**src/mode_pkg.sv**
```systemverilog
// Shared constants, types and register map of the channel mode control block
package mode_pkg;

	// ********************************
	// Sizes
	// ********************************
	localparam int CHANNELS = 2;
	localparam int ADDR_LSB = 2;
	localparam int ADDR_MSB = 4;

	// ********************************
	// Register indices, byte address is four times the index
	// ********************************
	localparam logic [2:0] IDX_MODE_A = 3'h0;
	localparam logic [2:0] IDX_STATUS_A = 3'h1;
	localparam logic [2:0] IDX_BAUD_TOGGLE = 3'h2;
	localparam logic [2:0] IDX_CMD_A = 3'h3;
	localparam logic [2:0] IDX_MODE_B = 3'h4;
	localparam logic [2:0] IDX_STATUS_B = 3'h5;
	localparam logic [2:0] IDX_OUT_LATCH = 3'h6;
	localparam logic [2:0] IDX_CMD_B = 3'h7;
	localparam logic [2:0] HSIZE_WORD = 3'h2;
	localparam logic HRESP_OKAY = 1'b0;

	// ********************************
	// Mode register fields
	// ********************************
	localparam int M1_RX_RTS = 7;
	localparam int M1_INT_SEL = 6;
	localparam int M1_ERR_BLOCK = 5;
	localparam int M1_PAR_TYPE = 2;
	localparam int M2_TX_RTS = 5;
	localparam int M2_CTS = 4;
	localparam int M2_STOP_LONG = 3;
	localparam logic [7:0] MODE_RESET = 8'h00;
	localparam logic [1:0] PAR_WITH = 2'h0;
	localparam logic [1:0] PAR_FORCE = 2'h1;
	localparam logic [1:0] PAR_NONE = 2'h2;
	localparam logic [1:0] PAR_MULTIDROP = 2'h3;
	localparam logic [3:0] DATA_BITS_MIN = 4'h5;
	localparam logic [1:0] LEN_FIVE = 2'h0;
	localparam logic [5:0] STOP_SHORT_BASE = 6'h09;
	localparam logic [5:0] STOP_LONG_BASE = 6'h11;
	localparam logic [5:0] STOP_ONE_1X = 6'h10;
	localparam logic [5:0] STOP_TWO_1X = 6'h20;

	// ********************************
	// Command register fields
	// ********************************
	localparam int CMD_TX_DIS = 3;
	localparam int CMD_TX_EN = 2;
	localparam int CMD_RX_DIS = 1;
	localparam int CMD_RX_EN = 0;
	localparam logic [2:0] MISC_PTR_RESET = 3'h1;
	localparam logic [2:0] MISC_ERR_RESET = 3'h4;

	// ********************************
	// Output latch register and status bits
	// ********************************
	localparam int LATCH_BIT0 = 0;
	localparam int OPCFG_BIT0 = 4;
	localparam int ST_RX_READY = 0;
	localparam int ST_FIFO_FULL = 1;
	localparam int ST_TX_READY = 2;
	localparam int ST_TX_EMPTY = 3;
	localparam int ST_ERR_LSB = 4;
	localparam int ST_POINTER = 8;
	localparam int ST_TX_EN = 9;
	localparam int ST_RX_EN = 10;
	localparam int ST_RTS_N = 11;
	localparam int ST_ECHO_HOLD = 12;

	// ********************************
	// Types
	// ********************************
	typedef enum logic [1:0] {MODE_NORMAL, MODE_ECHO, MODE_LOCAL, MODE_REMOTE} chan_mode_t;
	typedef enum logic {PTR_FIRST, PTR_SECOND} ptr_t;

	typedef struct packed {
		logic rxPin;
		logic txCoreOut;
		logic remote_clear_to_send_n;
		logic rxReady;
		logic fifoFull;
		logic rxStartValid;
		logic topAdvance;
		logic [2:0] topErr;
		logic txRdyCore;
		logic txEmptyCore;
		logic txBitTick;
		logic rxStopPhase;
		logic txExt1x;
	} chan_in_t;

	typedef struct packed {
		logic serialOut;
		logic rxSerialIn;
		logic txUsesRxClk;
		logic rxUsesTxClk;
		logic txHostWriteEn;
		logic txEnable;
		logic rxEnable;
		logic txRdyFlag;
		logic txEmptyFlag;
		logic request_to_send_n;
		logic rxIntSource;
		logic outPortFour;
		logic parityOn;
		logic parityForce;
		logic parityType;
		logic multidrop;
		logic rxCheckParity;
		logic rxCheckFraming;
		logic rxToHost;
		logic ctsGrant;
		logic [2:0] errFlags;
		logic [3:0] dataBits;
		logic [3:0] stopCheckBit;
		logic [5:0] stopSixteenths;
	} chan_out_t;

	typedef struct packed {
		logic [7:0] modeOne;
		logic [7:0] modeTwo;
		ptr_t ptr;
		logic txEn;
		logic rxEn;
		logic txDisPend;
		logic rtsLatch;
		logic opFourCfg;
		logic rtsBlock;
		logic rtsWait;
		logic echoHold;
		logic [2:0] errAcc;
		chan_mode_t effMode;
	} chan_state_t;

	typedef struct packed {
		logic pending;
		logic pendWrite;
		logic pendMapped;
		logic [2:0] pendIdx;
	} bus_state_t;

endpackage

```
**src/uart_channel_mode_control.sv**
```systemverilog
// Mode registers, line mode steering and flow control for two serial channels
//
// The placing of the registers and the AHB-Lite slave port were chosen for this implementation.
`timescale 1ns/10ps
//
// Notes on behaviour
// - After reset or pointer-reset command the pointer selects mode register one.
// - Accessing mode register one moves the pointer to two; register two keeps it.
// - Receiver flow control drops request-to-send on start bit with full FIFO, latch kept.
// - Interrupt select picks ready or FIFO-full, also driven on port bit four.
// - Character mode shows top character errors; block mode ORs since error reset.
// - With or forced parity adds and checks parity; code 11 is multidrop.
// - Parity type selects odd/even, forced value, or address/data polarity.
// - Length field sets data bits, not counting start, parity and stop.
// - Mode field: normal, automatic echo, local loopback, remote loopback.
// - Echo re-clocks received data out, checks errors, echoes break and stop.
// - Echo hides transmitter ready and empty and blocks host transmit writes.
// - Local loopback feeds transmitter to receiver, holds pin high, ignores input.
// - Remote loopback echoes, hides data from host, suppresses errors and checks.
// - Mode changes act at once, except echo kept through a sampled stop bit.
// - Transmit RTS control clears request-to-send one bit after pending disable drains.
// - Clear-to-send control gates each character start; otherwise input ignored.
// - Stop length field sets stop bits in sixteenths, range depends on length.
// - Receiver checks only the centre of the first stop bit.
// - With external one-times clock, stop bit 3 picks one or two stop bits.
// - Channel B repeats all of this on its own pins and registers.
// - Every word read at index two toggles the baud table select.
// - Miscellaneous command 001 returns the pointer to mode register one.
module uart_channel_mode_control (
	// Clock and reset
	input wire logic clk,
	input wire logic reset_n,
	// AHB-Lite slave
	input wire logic hsel,
	input wire logic [31:0] haddr,
	input wire logic [1:0] htrans,
	input wire logic hwrite,
	input wire logic [2:0] hsize,
	input wire logic [31:0] hwdata,
	input wire logic hready,
	output logic [31:0] hrdata,
	output logic hreadyout,
	output logic hresp,
	// Channel cores and pins
	input wire mode_pkg::chan_in_t chanIn [mode_pkg::CHANNELS],
	output mode_pkg::chan_out_t chanOut [mode_pkg::CHANNELS],
	// Baud table select
	output logic baudHighSet
);
	import mode_pkg::*;

	// ********************************
	// Helper functions
	// ********************************
	function automatic logic echoing(input chan_mode_t m);
		echoing = (m == MODE_ECHO) || (m == MODE_REMOTE);
	endfunction

	function automatic logic [2:0] pickIdx(input int c, input logic [2:0] a, input logic [2:0] b);
		pickIdx = (c == 0) ? a : b;
	endfunction

	// Stop length in sixteenths of a bit
	function automatic logic [5:0] stopLength(input logic [3:0] code, input logic [1:0] len,
		input logic ext1x);
		logic [5:0] base;
		base = STOP_LONG_BASE;
		if (ext1x) begin
			stopLength = code[M2_STOP_LONG] ? STOP_TWO_1X : STOP_ONE_1X;
		end else begin
			if (len != LEN_FIVE && !code[M2_STOP_LONG]) begin
				base = STOP_SHORT_BASE;
			end
			if (len != LEN_FIVE) begin
				stopLength = base + {2'h0, code};
			end else begin
				stopLength = STOP_LONG_BASE + {2'h0, code};
			end
		end
	endfunction

	function automatic logic [31:0] statusWord(input chan_state_t s, input chan_out_t o,
		input chan_in_t i);
		statusWord = 32'h0;
		statusWord[ST_RX_READY] = i.rxReady;
		statusWord[ST_FIFO_FULL] = i.fifoFull;
		statusWord[ST_TX_READY] = o.txRdyFlag;
		statusWord[ST_TX_EMPTY] = o.txEmptyFlag;
		statusWord[ST_ERR_LSB +: 3] = o.errFlags;
		statusWord[ST_POINTER] = (s.ptr == PTR_SECOND);
		statusWord[ST_TX_EN] = s.txEn;
		statusWord[ST_RX_EN] = s.rxEn;
		statusWord[ST_RTS_N] = o.request_to_send_n;
		statusWord[ST_ECHO_HOLD] = s.echoHold;
	endfunction

	// ********************************
	// State
	// ********************************
	bus_state_t bus;
	bus_state_t next_bus;
	logic [31:0] next_hrdata;
	logic next_hreadyout;
	logic next_baudHighSet;
	chan_state_t chan [CHANNELS];
	chan_state_t next_chan [CHANNELS];
	chan_out_t next_chanOut [CHANNELS];
	logic doWrite;
	logic doRead;

	assign doWrite = bus.pending && bus.pendWrite && bus.pendMapped;
	assign doRead = bus.pending && !bus.pendWrite && bus.pendMapped;

	// ********************************
	// Bus slave
	// ********************************
	// Every transfer gets one wait state so that a read sees all earlier writes
	always_comb begin
		logic acceptNow;
		logic chanSel;
		acceptNow = hsel && htrans[1] && hready;
		chanSel = bus.pendIdx[2];
		next_bus = bus;
		next_bus.pending = acceptNow;
		next_hreadyout = !acceptNow;
		next_hrdata = hrdata;
		next_baudHighSet = baudHighSet;
		if (acceptNow) begin
			next_bus.pendIdx = haddr[ADDR_MSB:ADDR_LSB];
			next_bus.pendWrite = hwrite;
			next_bus.pendMapped = (haddr[31:ADDR_MSB + 1] == 27'h0) && (haddr[1:0] == 2'h0)
				&& (hsize == HSIZE_WORD);
		end
		if (bus.pending) begin
			next_hrdata = 32'h0;
		end
		if (doRead) begin
			unique case (bus.pendIdx)
				IDX_MODE_A, IDX_MODE_B: begin
					next_hrdata[7:0] = (chan[chanSel].ptr == PTR_FIRST) ?
						chan[chanSel].modeOne : chan[chanSel].modeTwo;
				end
				IDX_STATUS_A, IDX_STATUS_B: begin
					next_hrdata = statusWord(chan[chanSel], chanOut[chanSel], chanIn[chanSel]);
				end
				IDX_BAUD_TOGGLE: begin
					next_hrdata[0] = baudHighSet;
					next_baudHighSet = !baudHighSet;
				end
				IDX_OUT_LATCH: begin
					for (int c = 0; c < CHANNELS; c++) begin
						next_hrdata[LATCH_BIT0 + c] = chan[c].rtsLatch;
						next_hrdata[OPCFG_BIT0 + c] = chan[c].opFourCfg;
					end
				end
				IDX_CMD_A, IDX_CMD_B: begin
					next_hrdata = 32'h0;
				end
			endcase
		end
	end

	always_ff @(posedge clk or negedge reset_n) begin
		if (!reset_n) begin
			bus <= '0;
			hrdata <= 32'h0;
			hreadyout <= 1'b1;
			hresp <= HRESP_OKAY;
			baudHighSet <= 1'b0;
		end else begin
			bus <= next_bus;
			hrdata <= next_hrdata;
			hreadyout <= next_hreadyout;
			hresp <= HRESP_OKAY;
			baudHighSet <= next_baudHighSet;
		end
	end

	// ********************************
	// Channel control, both channels alike
	// ********************************
	always_comb begin
		for (int c = 0; c < CHANNELS; c++) begin
			logic wrMode;
			logic rdMode;
			logic wrCmd;
			logic wrLatch;
			logic [2:0] misc;
			chan_mode_t wantMode;
			chan_mode_t m;
			logic [1:0] par;
			wantMode = MODE_NORMAL;
			m = MODE_NORMAL;
			par = 2'h0;
			wrMode = doWrite && (bus.pendIdx == pickIdx(c, IDX_MODE_A, IDX_MODE_B));
			rdMode = doRead && (bus.pendIdx == pickIdx(c, IDX_MODE_A, IDX_MODE_B));
			wrCmd = doWrite && (bus.pendIdx == pickIdx(c, IDX_CMD_A, IDX_CMD_B));
			wrLatch = doWrite && (bus.pendIdx == IDX_OUT_LATCH);
			misc = hwdata[6:4];
			next_chan[c] = chan[c];

			// ********************************
			// Mode registers behind the pointer
			// ********************************
			if (wrMode && chan[c].ptr == PTR_FIRST) begin
				next_chan[c].modeOne = hwdata[7:0];
			end
			if (wrMode && chan[c].ptr == PTR_SECOND) begin
				next_chan[c].modeTwo = hwdata[7:0];
			end
			if ((wrMode || rdMode) && chan[c].ptr == PTR_FIRST) begin
				next_chan[c].ptr = PTR_SECOND;
			end
			if (wrCmd && misc == MISC_PTR_RESET) begin
				next_chan[c].ptr = PTR_FIRST;
			end

			// ********************************
			// Transmitter disable waits for the shift and holding registers to drain
			// ********************************
			if (chan[c].txDisPend && chanIn[c].txEmptyCore) begin
				next_chan[c].txEn = 1'b0;
				next_chan[c].txDisPend = 1'b0;
				next_chan[c].rtsWait = chan[c].modeTwo[M2_TX_RTS];
			end
			if (chan[c].rtsWait && chanIn[c].txBitTick) begin
				next_chan[c].rtsWait = 1'b0;
				next_chan[c].rtsLatch = 1'b0;
			end
			// Disable and enable in one write leaves the part disabled
			if (wrCmd && hwdata[CMD_TX_DIS]) begin
				if (chanIn[c].txEmptyCore) begin
					next_chan[c].txEn = 1'b0;
				end else begin
					next_chan[c].txDisPend = 1'b1;
				end
			end else if (wrCmd && hwdata[CMD_TX_EN]) begin
				next_chan[c].txEn = 1'b1;
				next_chan[c].txDisPend = 1'b0;
				next_chan[c].rtsWait = 1'b0;
			end
			if (wrCmd && hwdata[CMD_RX_DIS]) begin
				next_chan[c].rxEn = 1'b0;
			end else if (wrCmd && hwdata[CMD_RX_EN]) begin
				next_chan[c].rxEn = 1'b1;
			end
			// A software write of the latch overrides the automatic clear
			if (wrLatch) begin
				next_chan[c].rtsLatch = hwdata[LATCH_BIT0 + c];
				next_chan[c].opFourCfg = hwdata[OPCFG_BIT0 + c];
			end

			// ********************************
			// Receiver flow control, the latch bit itself is left alone
			// ********************************
			if (!chan[c].modeOne[M1_RX_RTS] || !chanIn[c].fifoFull) begin
				next_chan[c].rtsBlock = 1'b0;
			end else if (chanIn[c].rxStartValid) begin
				next_chan[c].rtsBlock = 1'b1;
			end

			// ********************************
			// Error accumulation, a new error wins over the reset command
			// ********************************
			if (wrCmd && misc == MISC_ERR_RESET) begin
				next_chan[c].errAcc = 3'h0;
			end
			if (chanIn[c].topAdvance) begin
				next_chan[c].errAcc = next_chan[c].errAcc | chanIn[c].topErr;
			end

			// ********************************
			// Effective line mode
			// ********************************
			wantMode = chan_mode_t'(next_chan[c].modeTwo[7:6]);
			if (chan[c].echoHold) begin
				if (!chanIn[c].rxStopPhase) begin
					next_chan[c].echoHold = 1'b0;
					next_chan[c].effMode = wantMode;
				end
			end else if (echoing(chan[c].effMode) && !echoing(wantMode)
				&& chanIn[c].rxStopPhase && chan[c].txEn) begin
				next_chan[c].echoHold = 1'b1;
			end else begin
				next_chan[c].effMode = wantMode;
			end

			// ********************************
			// Outputs follow the next state so they change on the same edge
			// ********************************
			m = next_chan[c].effMode;
			par = next_chan[c].modeOne[4:3];
			next_chanOut[c].serialOut = chanIn[c].txCoreOut;
			unique case (m)
				MODE_NORMAL: next_chanOut[c].serialOut = chanIn[c].txCoreOut;
				MODE_ECHO: next_chanOut[c].serialOut = chanIn[c].rxPin;
				MODE_LOCAL: next_chanOut[c].serialOut = 1'b1;
				MODE_REMOTE: next_chanOut[c].serialOut = chanIn[c].rxPin;
			endcase
			next_chanOut[c].rxSerialIn = (m == MODE_LOCAL) ?
				chanIn[c].txCoreOut : chanIn[c].rxPin;
			next_chanOut[c].txUsesRxClk = echoing(m);
			next_chanOut[c].rxUsesTxClk = (m == MODE_LOCAL);
			next_chanOut[c].txHostWriteEn = !echoing(m);
			next_chanOut[c].txEnable = next_chan[c].txEn;
			next_chanOut[c].rxEnable = next_chan[c].rxEn;
			next_chanOut[c].txRdyFlag = (m != MODE_ECHO) && chanIn[c].txRdyCore;
			next_chanOut[c].txEmptyFlag = (m != MODE_ECHO) && chanIn[c].txEmptyCore;
			next_chanOut[c].request_to_send_n = !(next_chan[c].rtsLatch && !next_chan[c].rtsBlock);
			next_chanOut[c].rxIntSource = next_chan[c].modeOne[M1_INT_SEL] ?
				chanIn[c].fifoFull : chanIn[c].rxReady;
			// Port pins are active low, idle high when not configured
			next_chanOut[c].outPortFour = next_chan[c].opFourCfg ?
				!next_chanOut[c].rxIntSource : 1'b1;
			next_chanOut[c].parityOn = (par == PAR_WITH) || (par == PAR_FORCE);
			next_chanOut[c].parityForce = (par == PAR_FORCE);
			next_chanOut[c].parityType = (par != PAR_NONE) &&
				next_chan[c].modeOne[M1_PAR_TYPE];
			next_chanOut[c].multidrop = (par == PAR_MULTIDROP);
			next_chanOut[c].rxCheckParity = next_chanOut[c].parityOn
				&& (m != MODE_REMOTE);
			next_chanOut[c].rxCheckFraming = (m != MODE_REMOTE);
			next_chanOut[c].rxToHost = (m != MODE_REMOTE);
			next_chanOut[c].ctsGrant = !next_chan[c].modeTwo[M2_CTS] || !chanIn[c].remote_clear_to_send_n;
			if (m == MODE_REMOTE) begin
				next_chanOut[c].errFlags = 3'h0;
			end else if (next_chan[c].modeOne[M1_ERR_BLOCK]) begin
				next_chanOut[c].errFlags = next_chan[c].errAcc;
			end else begin
				next_chanOut[c].errFlags = chanIn[c].topErr;
			end
			next_chanOut[c].dataBits = DATA_BITS_MIN + {2'h0, next_chan[c].modeOne[1:0]};
			// Stop bit centre is counted in bit times after the start bit
			next_chanOut[c].stopCheckBit = next_chanOut[c].dataBits
				+ {3'h0, next_chanOut[c].parityOn};
			next_chanOut[c].stopSixteenths = stopLength(next_chan[c].modeTwo[3:0],
				next_chan[c].modeOne[1:0], chanIn[c].txExt1x);
		end
	end

	always_ff @(posedge clk or negedge reset_n) begin
		if (!reset_n) begin
			for (int c = 0; c < CHANNELS; c++) begin
				chan[c] <= '{modeOne: MODE_RESET, modeTwo: MODE_RESET, ptr: PTR_FIRST,
					effMode: MODE_NORMAL, errAcc: 3'h0, default: 1'b0};
				chanOut[c] <= '{serialOut: 1'b1, rxSerialIn: 1'b1, txHostWriteEn: 1'b1,
					request_to_send_n: 1'b1, outPortFour: 1'b1, rxCheckFraming: 1'b1, rxToHost: 1'b1,
					ctsGrant: 1'b1, errFlags: 3'h0, dataBits: DATA_BITS_MIN,
					stopCheckBit: DATA_BITS_MIN, stopSixteenths: STOP_SHORT_BASE,
					default: 1'b0};
			end
		end else begin
			for (int c = 0; c < CHANNELS; c++) begin
				chan[c] <= next_chan[c];
				chanOut[c] <= next_chanOut[c];
			end
		end
	end

endmodule // uart_channel_mode_control

```
**config.mk**
```make
export PLATFORM = sky130hd
export DESIGN_NAME = uart_channel_mode_control
export DESIGN_NICKNAME = d
export VERILOG_FILES = /design/src/mode_pkg.sv /design/src/uart_channel_mode_control.sv
export SDC_FILE = /design/constraint.sdc
export NUM_CORES = 1
export LEC_CHECK = 0
export ABC_AREA = 1
export BUFFER_PORTS_ARGS = -buffer_cell sky130_fd_sc_hd__buf_4
export CORE_ASPECT_RATIO = 0.5
export CORE_MARGIN = 1
export CORE_UTILIZATION = 34
export DETAILED_ROUTE_END_ITERATION = 8
export GPL_ROUTABILITY_DRIVEN = 0
export HOLD_SLACK_MARGIN = 0.15
export PLACE_DENSITY = 0.66
export SETUP_SLACK_MARGIN = 0.05
export SYNTH_ARGS = -nofsm -noshare
export SYNTH_HDL_FRONTEND = slang
export SYNTH_SLANG_ARGS = --single-unit
```
**constraint.sdc**
```tcl
create_clock -name clk -period 3.7 [get_ports clk]
set_input_delay 0.925 -clock clk [delete_from_list [all_inputs] [get_ports clk]]
set_output_delay 0.925 -clock clk [all_outputs]
set_load 0.01 [all_outputs]
```
== After elaboration in Yosys (flattened, before gate mapping) ==
Cells that the tools add are included.

* Add/sub/neg operators: 8
* Magnitude comparators: 1
* Equality and inequality tests: 34
* Mux-type cells: 100
* Bitwise operators: 5
* Reduce and logical (&&, ||, !) cells: 112

{| class="wikitable"
|+ Operator list
! operator !! number
|-
| two-way mux 30 bit || 6
|-
| two-way mux 32 bit || 2
|-
| logical AND 1 bit || 55
|-
| two-way mux 1 bit || 50
|-
| two-way mux 6 bit || 8
|-
| one-hot mux 24 bit (2 select lines) || 1
|-
| two-way mux 12 bit || 3
|-
| logical NOT 27 bit || 1
|-
| two-way mux 3 bit || 8
|-
| two-way mux 8 bit || 3
|-
| logical NOT 1 bit || 23
|-
| equality test 2 bit (second input constant) || 10
|-
| equality test 2 x 1 -> 1 bit (second input constant) || 8
|-
| two-way mux 2 bit || 8
|-
| equality test 3 bit (second input constant) || 5
|-
| logical OR 1 bit || 14
|-
| two-way mux 7 bit || 2
|-
| nonzero test 2 bit || 7
|-
| adder 5 x 4 -> 6 bit (first input constant) || 2
|-
| adder 6 x 4 -> 6 bit || 2
|-
| one-hot mux 2 bit (3 select lines) || 2
|-
| logical NOT 2 bit || 5
|-
| two-way mux 5 bit || 2
|-
| OR reduction 2 bit || 5
|-
| other kinds (16) || 28
|}

* Register bits after elaboration: 168
* Input bits: 104
* Output and inout port bits: 109
* Logic and storage cells: 340

== Logic depth before layout (Yosys ltp) ==
* Depth in word-level cells: 16
* Gate-level depth with buffers: 14
* Mapped depth without buffers: 12

== Worst setup path after synthesis ==
No wires, ideal clock.

* Kind: register -> register
* From: reg bus[0] (netlist bit)
* To: reg chanOut[44] (netlist bit)
* Library setup time: 0.114 ns
* Arrival time: 2.357 ns
* Data required time: 3.586 ns
* Path slack: 1.229 ns
* Cell stages (with the launch flop): 11
* Clock period less this slack: 2.471 ns
* Path through: dfrtp_1 > nor2_4 > nand2_1 > nor2_2 > nand2_2 > buf_2 > o21ai_0 > ha_1 > inv_1 > fa_1 > inv_1

{| class="wikitable"
|+ RTL lines
! what !! RTL line !! RTL
|-
| from (decl) || uart_channel_mode_control.sv:100 || <nowiki>bus_state_t bus;</nowiki>
|-
| from (signal assigned) || uart_channel_mode_control.sv:171 || <nowiki>bus <= next_bus;</nowiki>
|-
| to (signal, indexed assignment) || uart_channel_mode_control.sv:346 || <nowiki>chanOut[c] <= '{serialOut: 1'b1, rxSerialIn: 1'b1, txHostWriteEn: 1'b1,</nowiki>
|-
| to (signal, indexed assignment) || uart_channel_mode_control.sv:355 || <nowiki>chanOut[c] <= next_chanOut[c];</nowiki>
|-
| to (decl) || uart_channel_mode_control.sv:46 || <nowiki>output mode_pkg::chan_out_t chanOut [mode_pkg::CHANNELS],</nowiki>
|}

==> flow_summary.yaml <==
placed_design:
  dp_hpwl_um: 14200
  io_buffer_count: 186
  post_dp_cell_area_mm2: 0.00883
sta:
  fin_worst_skew_ns: 0.0101
  max_clock_freq_mhz: 382
  final-max-slew-violation-count: 0
  timing.max_slew.rel_slack: 0.524
  layout_worst_path_cycle_share: 0.707
  min_period_ns: 2.62
  fin_tns_setup_ns: 0
  report.final.hold_viol_count: 0
  rsz0062_at_grt: "no"
  max_slew.worst_pin.slew_ns: 0.714
  fin_worst_hold_slack_ns: 0.481
  final_report_setup_violation_count: 0
route:
  vias: 5781
  detail_route.wirelength_um: 19000
  drt.antenna.violating_nets: 0
  via_per_inst: 4.67
  route.detailed.drc: 6
  drt_first_pass_iters: 7
  drtIter0Drc: 368
  routedWlPerCell_um: 15.4
power:
  p_per_area_mw_per_mm2: 431
  power.ir.vdd_worst_mv: 0.253
  static-leakage-power_nw: 4.97
finish:
  antenna_cells: 0
  num-fill-cells: 1976
  utilization: 0.460
  num-nets-final: 1065
  share_of_layout_cells_above_drive_strength_1: 0.312
  area_delta_synth_final_pct: 32.4
  finish.instance_area_mm2: 0.00945
  mostFrequentLayoutCells: "sky130_fd_sc_hd__buf_4 (193), sky130_fd_sc_hd__nand2_1 (151), sky130_fd_sc_hd__dfrtp_1 (140), sky130_fd_sc_hd__inv_1 (122), sky130_fd_sc_hd__nor2_1 (67)"
  layout_commonest_cell: "sky130_fd_sc_hd__buf_4"
worst_setup_path:
  crit_top_cell: "sky130_fd_sc_hd__inv_1"
  crit_path_top_delay_cell: "sky130_fd_sc_hd__o21ai_1"
  worstPathMaxFanout: 16
  worst-setup-path-type: "reg2reg"
  end_kind: "register"
  arrival_ns: 2.94
  cp_data_required_time_ns: 4.03
  critPathLaunchType: "register"
  r2r.worst_path.cells: 9
  total_buffers_and_inverters_traversed_by_the_critical_path: 2
  critical_path_cell_count: 9
  critical_path.max_stage_delay_ns: 0.47
  family_of_cells_with_the_greatest_summed_delay_on_the_critical_path: "simple AND/OR/NAND/NOR gates"
  crit_chain: "nor2_4 > nand2_4 > nor2_8 > nand2_2 > o21ai_1 > ha_1 > inv_1 > fa_1 > inv_1"
  r2r_setup_slack_ns: 1.08
clocking:
  cts-hold-fix-buffers: 0
  postCtsSetupRepairBufs: 0
  cts_made_buffers: 17
  htree_num_levels: 4
  tritoncts_num_sinks: 167
  post_cts_resize_count: 0
  cts_tree: "done"
  cts.reportedPaths.clkPinSlew_ns: 0.07
  clock_latency_ns: 0.43
  clock_path_buffers: 2
  cts_root_buffer: "sky130_fd_sc_hd__clkbuf_16"
min_path:
  hold_depth: 2
  worst_hold_path_type: "reg2reg"
global_route:
  grt_usage: 0.184
  global_route_wire_length_before_repair_um: 30200
  grtUsageMet1: 0.256
  globalRoute.totalOverflow: 0
  grt_pass1_vias: 5617
  grt_antenna_before_repair: 0
  grt.busiest_layer: "met2"
  use_met3: 0.0445
  grt_max_degree: 80
  groute.layer.met2.usage: 0.280
logic_synthesis:
  synth_ff_type: "sky130_fd_sc_hd__dfrtp_1"
  count_of_flip_flops_with_a_built_in_enable_after_synthesis: 0
  post_synth_num_cell_types: 44
  synth.avg_cell_area_um2: 9.41
  synthesis.area_mm2: 0.00713
  synth_sequential_area_ratio: 0.591
  synthCells: 758
  syn_nets: 872
  ys_warns: 0
  share_of_flip_flops_with_an_asynchronous_set_or_reset_after_synthesis: 1.00
  postSynthRegisterBits: 167
floorplan:
  die_w_um: 207
  die_height_um: 104
  placeableCoreArea_mm2: 0.0206
  placementRows: 37
  io-pin-count: 213
  die-area_mm2: 0.0216
  initial_core_util: 0.347
run_status:
  violations: "DRC"
  status: "finished, violations left"
flow_run:
  max_cap_violations: 0
## synthesized netlist by cell type, types with 2 or more instances
cell type,count,area (um^2)
sky130_fd_sc_hd__inv_1,122,458
sky130_fd_sc_hd__nor3_1,7,35.0
sky130_fd_sc_hd__nor2_1,67,251
sky130_fd_sc_hd__mux2i_1,2,20.0
sky130_fd_sc_hd__nand2_4,3,33.8
sky130_fd_sc_hd__a21boi_1,2,15.0
sky130_fd_sc_hd__nor4_1,8,50.1
sky130_fd_sc_hd__o21ai_0,57,285
sky130_fd_sc_hd__o21ai_2,13,114
sky130_fd_sc_hd__nor2_2,2,12.5
sky130_fd_sc_hd__nand3_2,4,40.0
sky130_fd_sc_hd__nand4_1,4,25.0
sky130_fd_sc_hd__nand2_2,10,62.6
sky130_fd_sc_hd__o21ai_1,16,80.1
sky130_fd_sc_hd__nor3_2,2,20.0
sky130_fd_sc_hd__nand3_1,27,135
sky130_fd_sc_hd__a21oi_1,32,160
sky130_fd_sc_hd__clkbuf_1,8,30.0
sky130_fd_sc_hd__buf_4,8,60.1
sky130_fd_sc_hd__inv_2,2,7.51
sky130_fd_sc_hd__ha_1,8,100
sky130_fd_sc_hd__nand2_1,151,567
sky130_fd_sc_hd__buf_2,3,15.0
sky130_fd_sc_hd__o22ai_1,3,18.8
sky130_fd_sc_hd__buf_6,2,22.5
sky130_fd_sc_hd__o31ai_1,3,22.5
sky130_fd_sc_hd__dfrtp_1,140,3500
sky130_fd_sc_hd__a22oi_1,3,22.5
sky130_fd_sc_hd__fa_1,2,40.0
sky130_fd_sc_hd__dfstp_2,27,709
sky130_fd_sc_hd__mux2_2,2,22.5
sky130_fd_sc_hd__o211ai_1,3,22.5
sky130_fd_sc_hd__nand3_4,4,70.1
## worst reg2reg max path, delay by kind of cell (launching register included)
family	cells	cell delay [ns]
DFF	1	0.44
buffers and inverters	2	0.10
and+or+nand+nor	4	0.79
adders and majority gates	2	0.71
AOI/OAI and AO/OA	1	0.48
## per-stage QoR
stage	cells	power [mW]	setup WS (ns)
final	1237	4.07	1.08
after global routing	1237	4.22	0.869
after CTS	1237	4.10	1.10
after detailed placement	1205	2.22	1.10
after global placement	1205	2.21	1.17
after floorplan	758	2.04	1.23
## where the power goes
group	switching, mW	leakage, nW	internal [mW]
Clock	0.800	0.299	1.09
Combinational	0.197	2.68	0.118
Sequential	0.0163	1.99	1.85
Total	1.01	4.97	3.06
## layer usage
metal / wire length, um / part of all wire
met1: 8670 / 0.46
met2: 8880 / 0.47
met3: 1200 / 0.063
met4: 282 / 0.015
met5: 0 / 0
## registers in the layout, summed over array words and instances, names as in the netlist
signal	flops
chanOut	68
chan	59
hrdata	32
bus	6
baudHighSet	1
hreadyout	1
## final timing paths
check	start	to
setup / recovery	bus[0]	chanOut[7]
hold / removal	hrdata[4]	hrdata[4]
setup reg to reg	bus[0]	chanOut[7]
hold reg to reg	hrdata[4]	hrdata[4]
max in group asynchronous	reset_n	chanOut[37]
min in group asynchronous	reset_n	chanOut[33]
## cell families after synthesis
logic type	Yosys count	synth area share
simple gates	293	0.189
fa+ha+maj	10	0.0196
flops	167	0.591
mux	4	0.00596
buf+inv	147	0.0845
other cells	1	0.000526
compound gates	135	0.109
xor+xnor	1	0.00123
## layout make-up
type / count / area, um^2 / area share
well taps: 273 / 342 / 0.0362
inverters: 126 / 475 / 0.0503
repair buffers: 195 / 1480 / 0.157
clock buffers: 18 / 429 / 0.0454
clock inverters: 14 / 190 / 0.0201
multi-input cells: 444 / 2320 / 0.245
flip-flops and latches: 167 / 4210 / 0.446
Note: power is estimated with default switching activity, not from simulation.
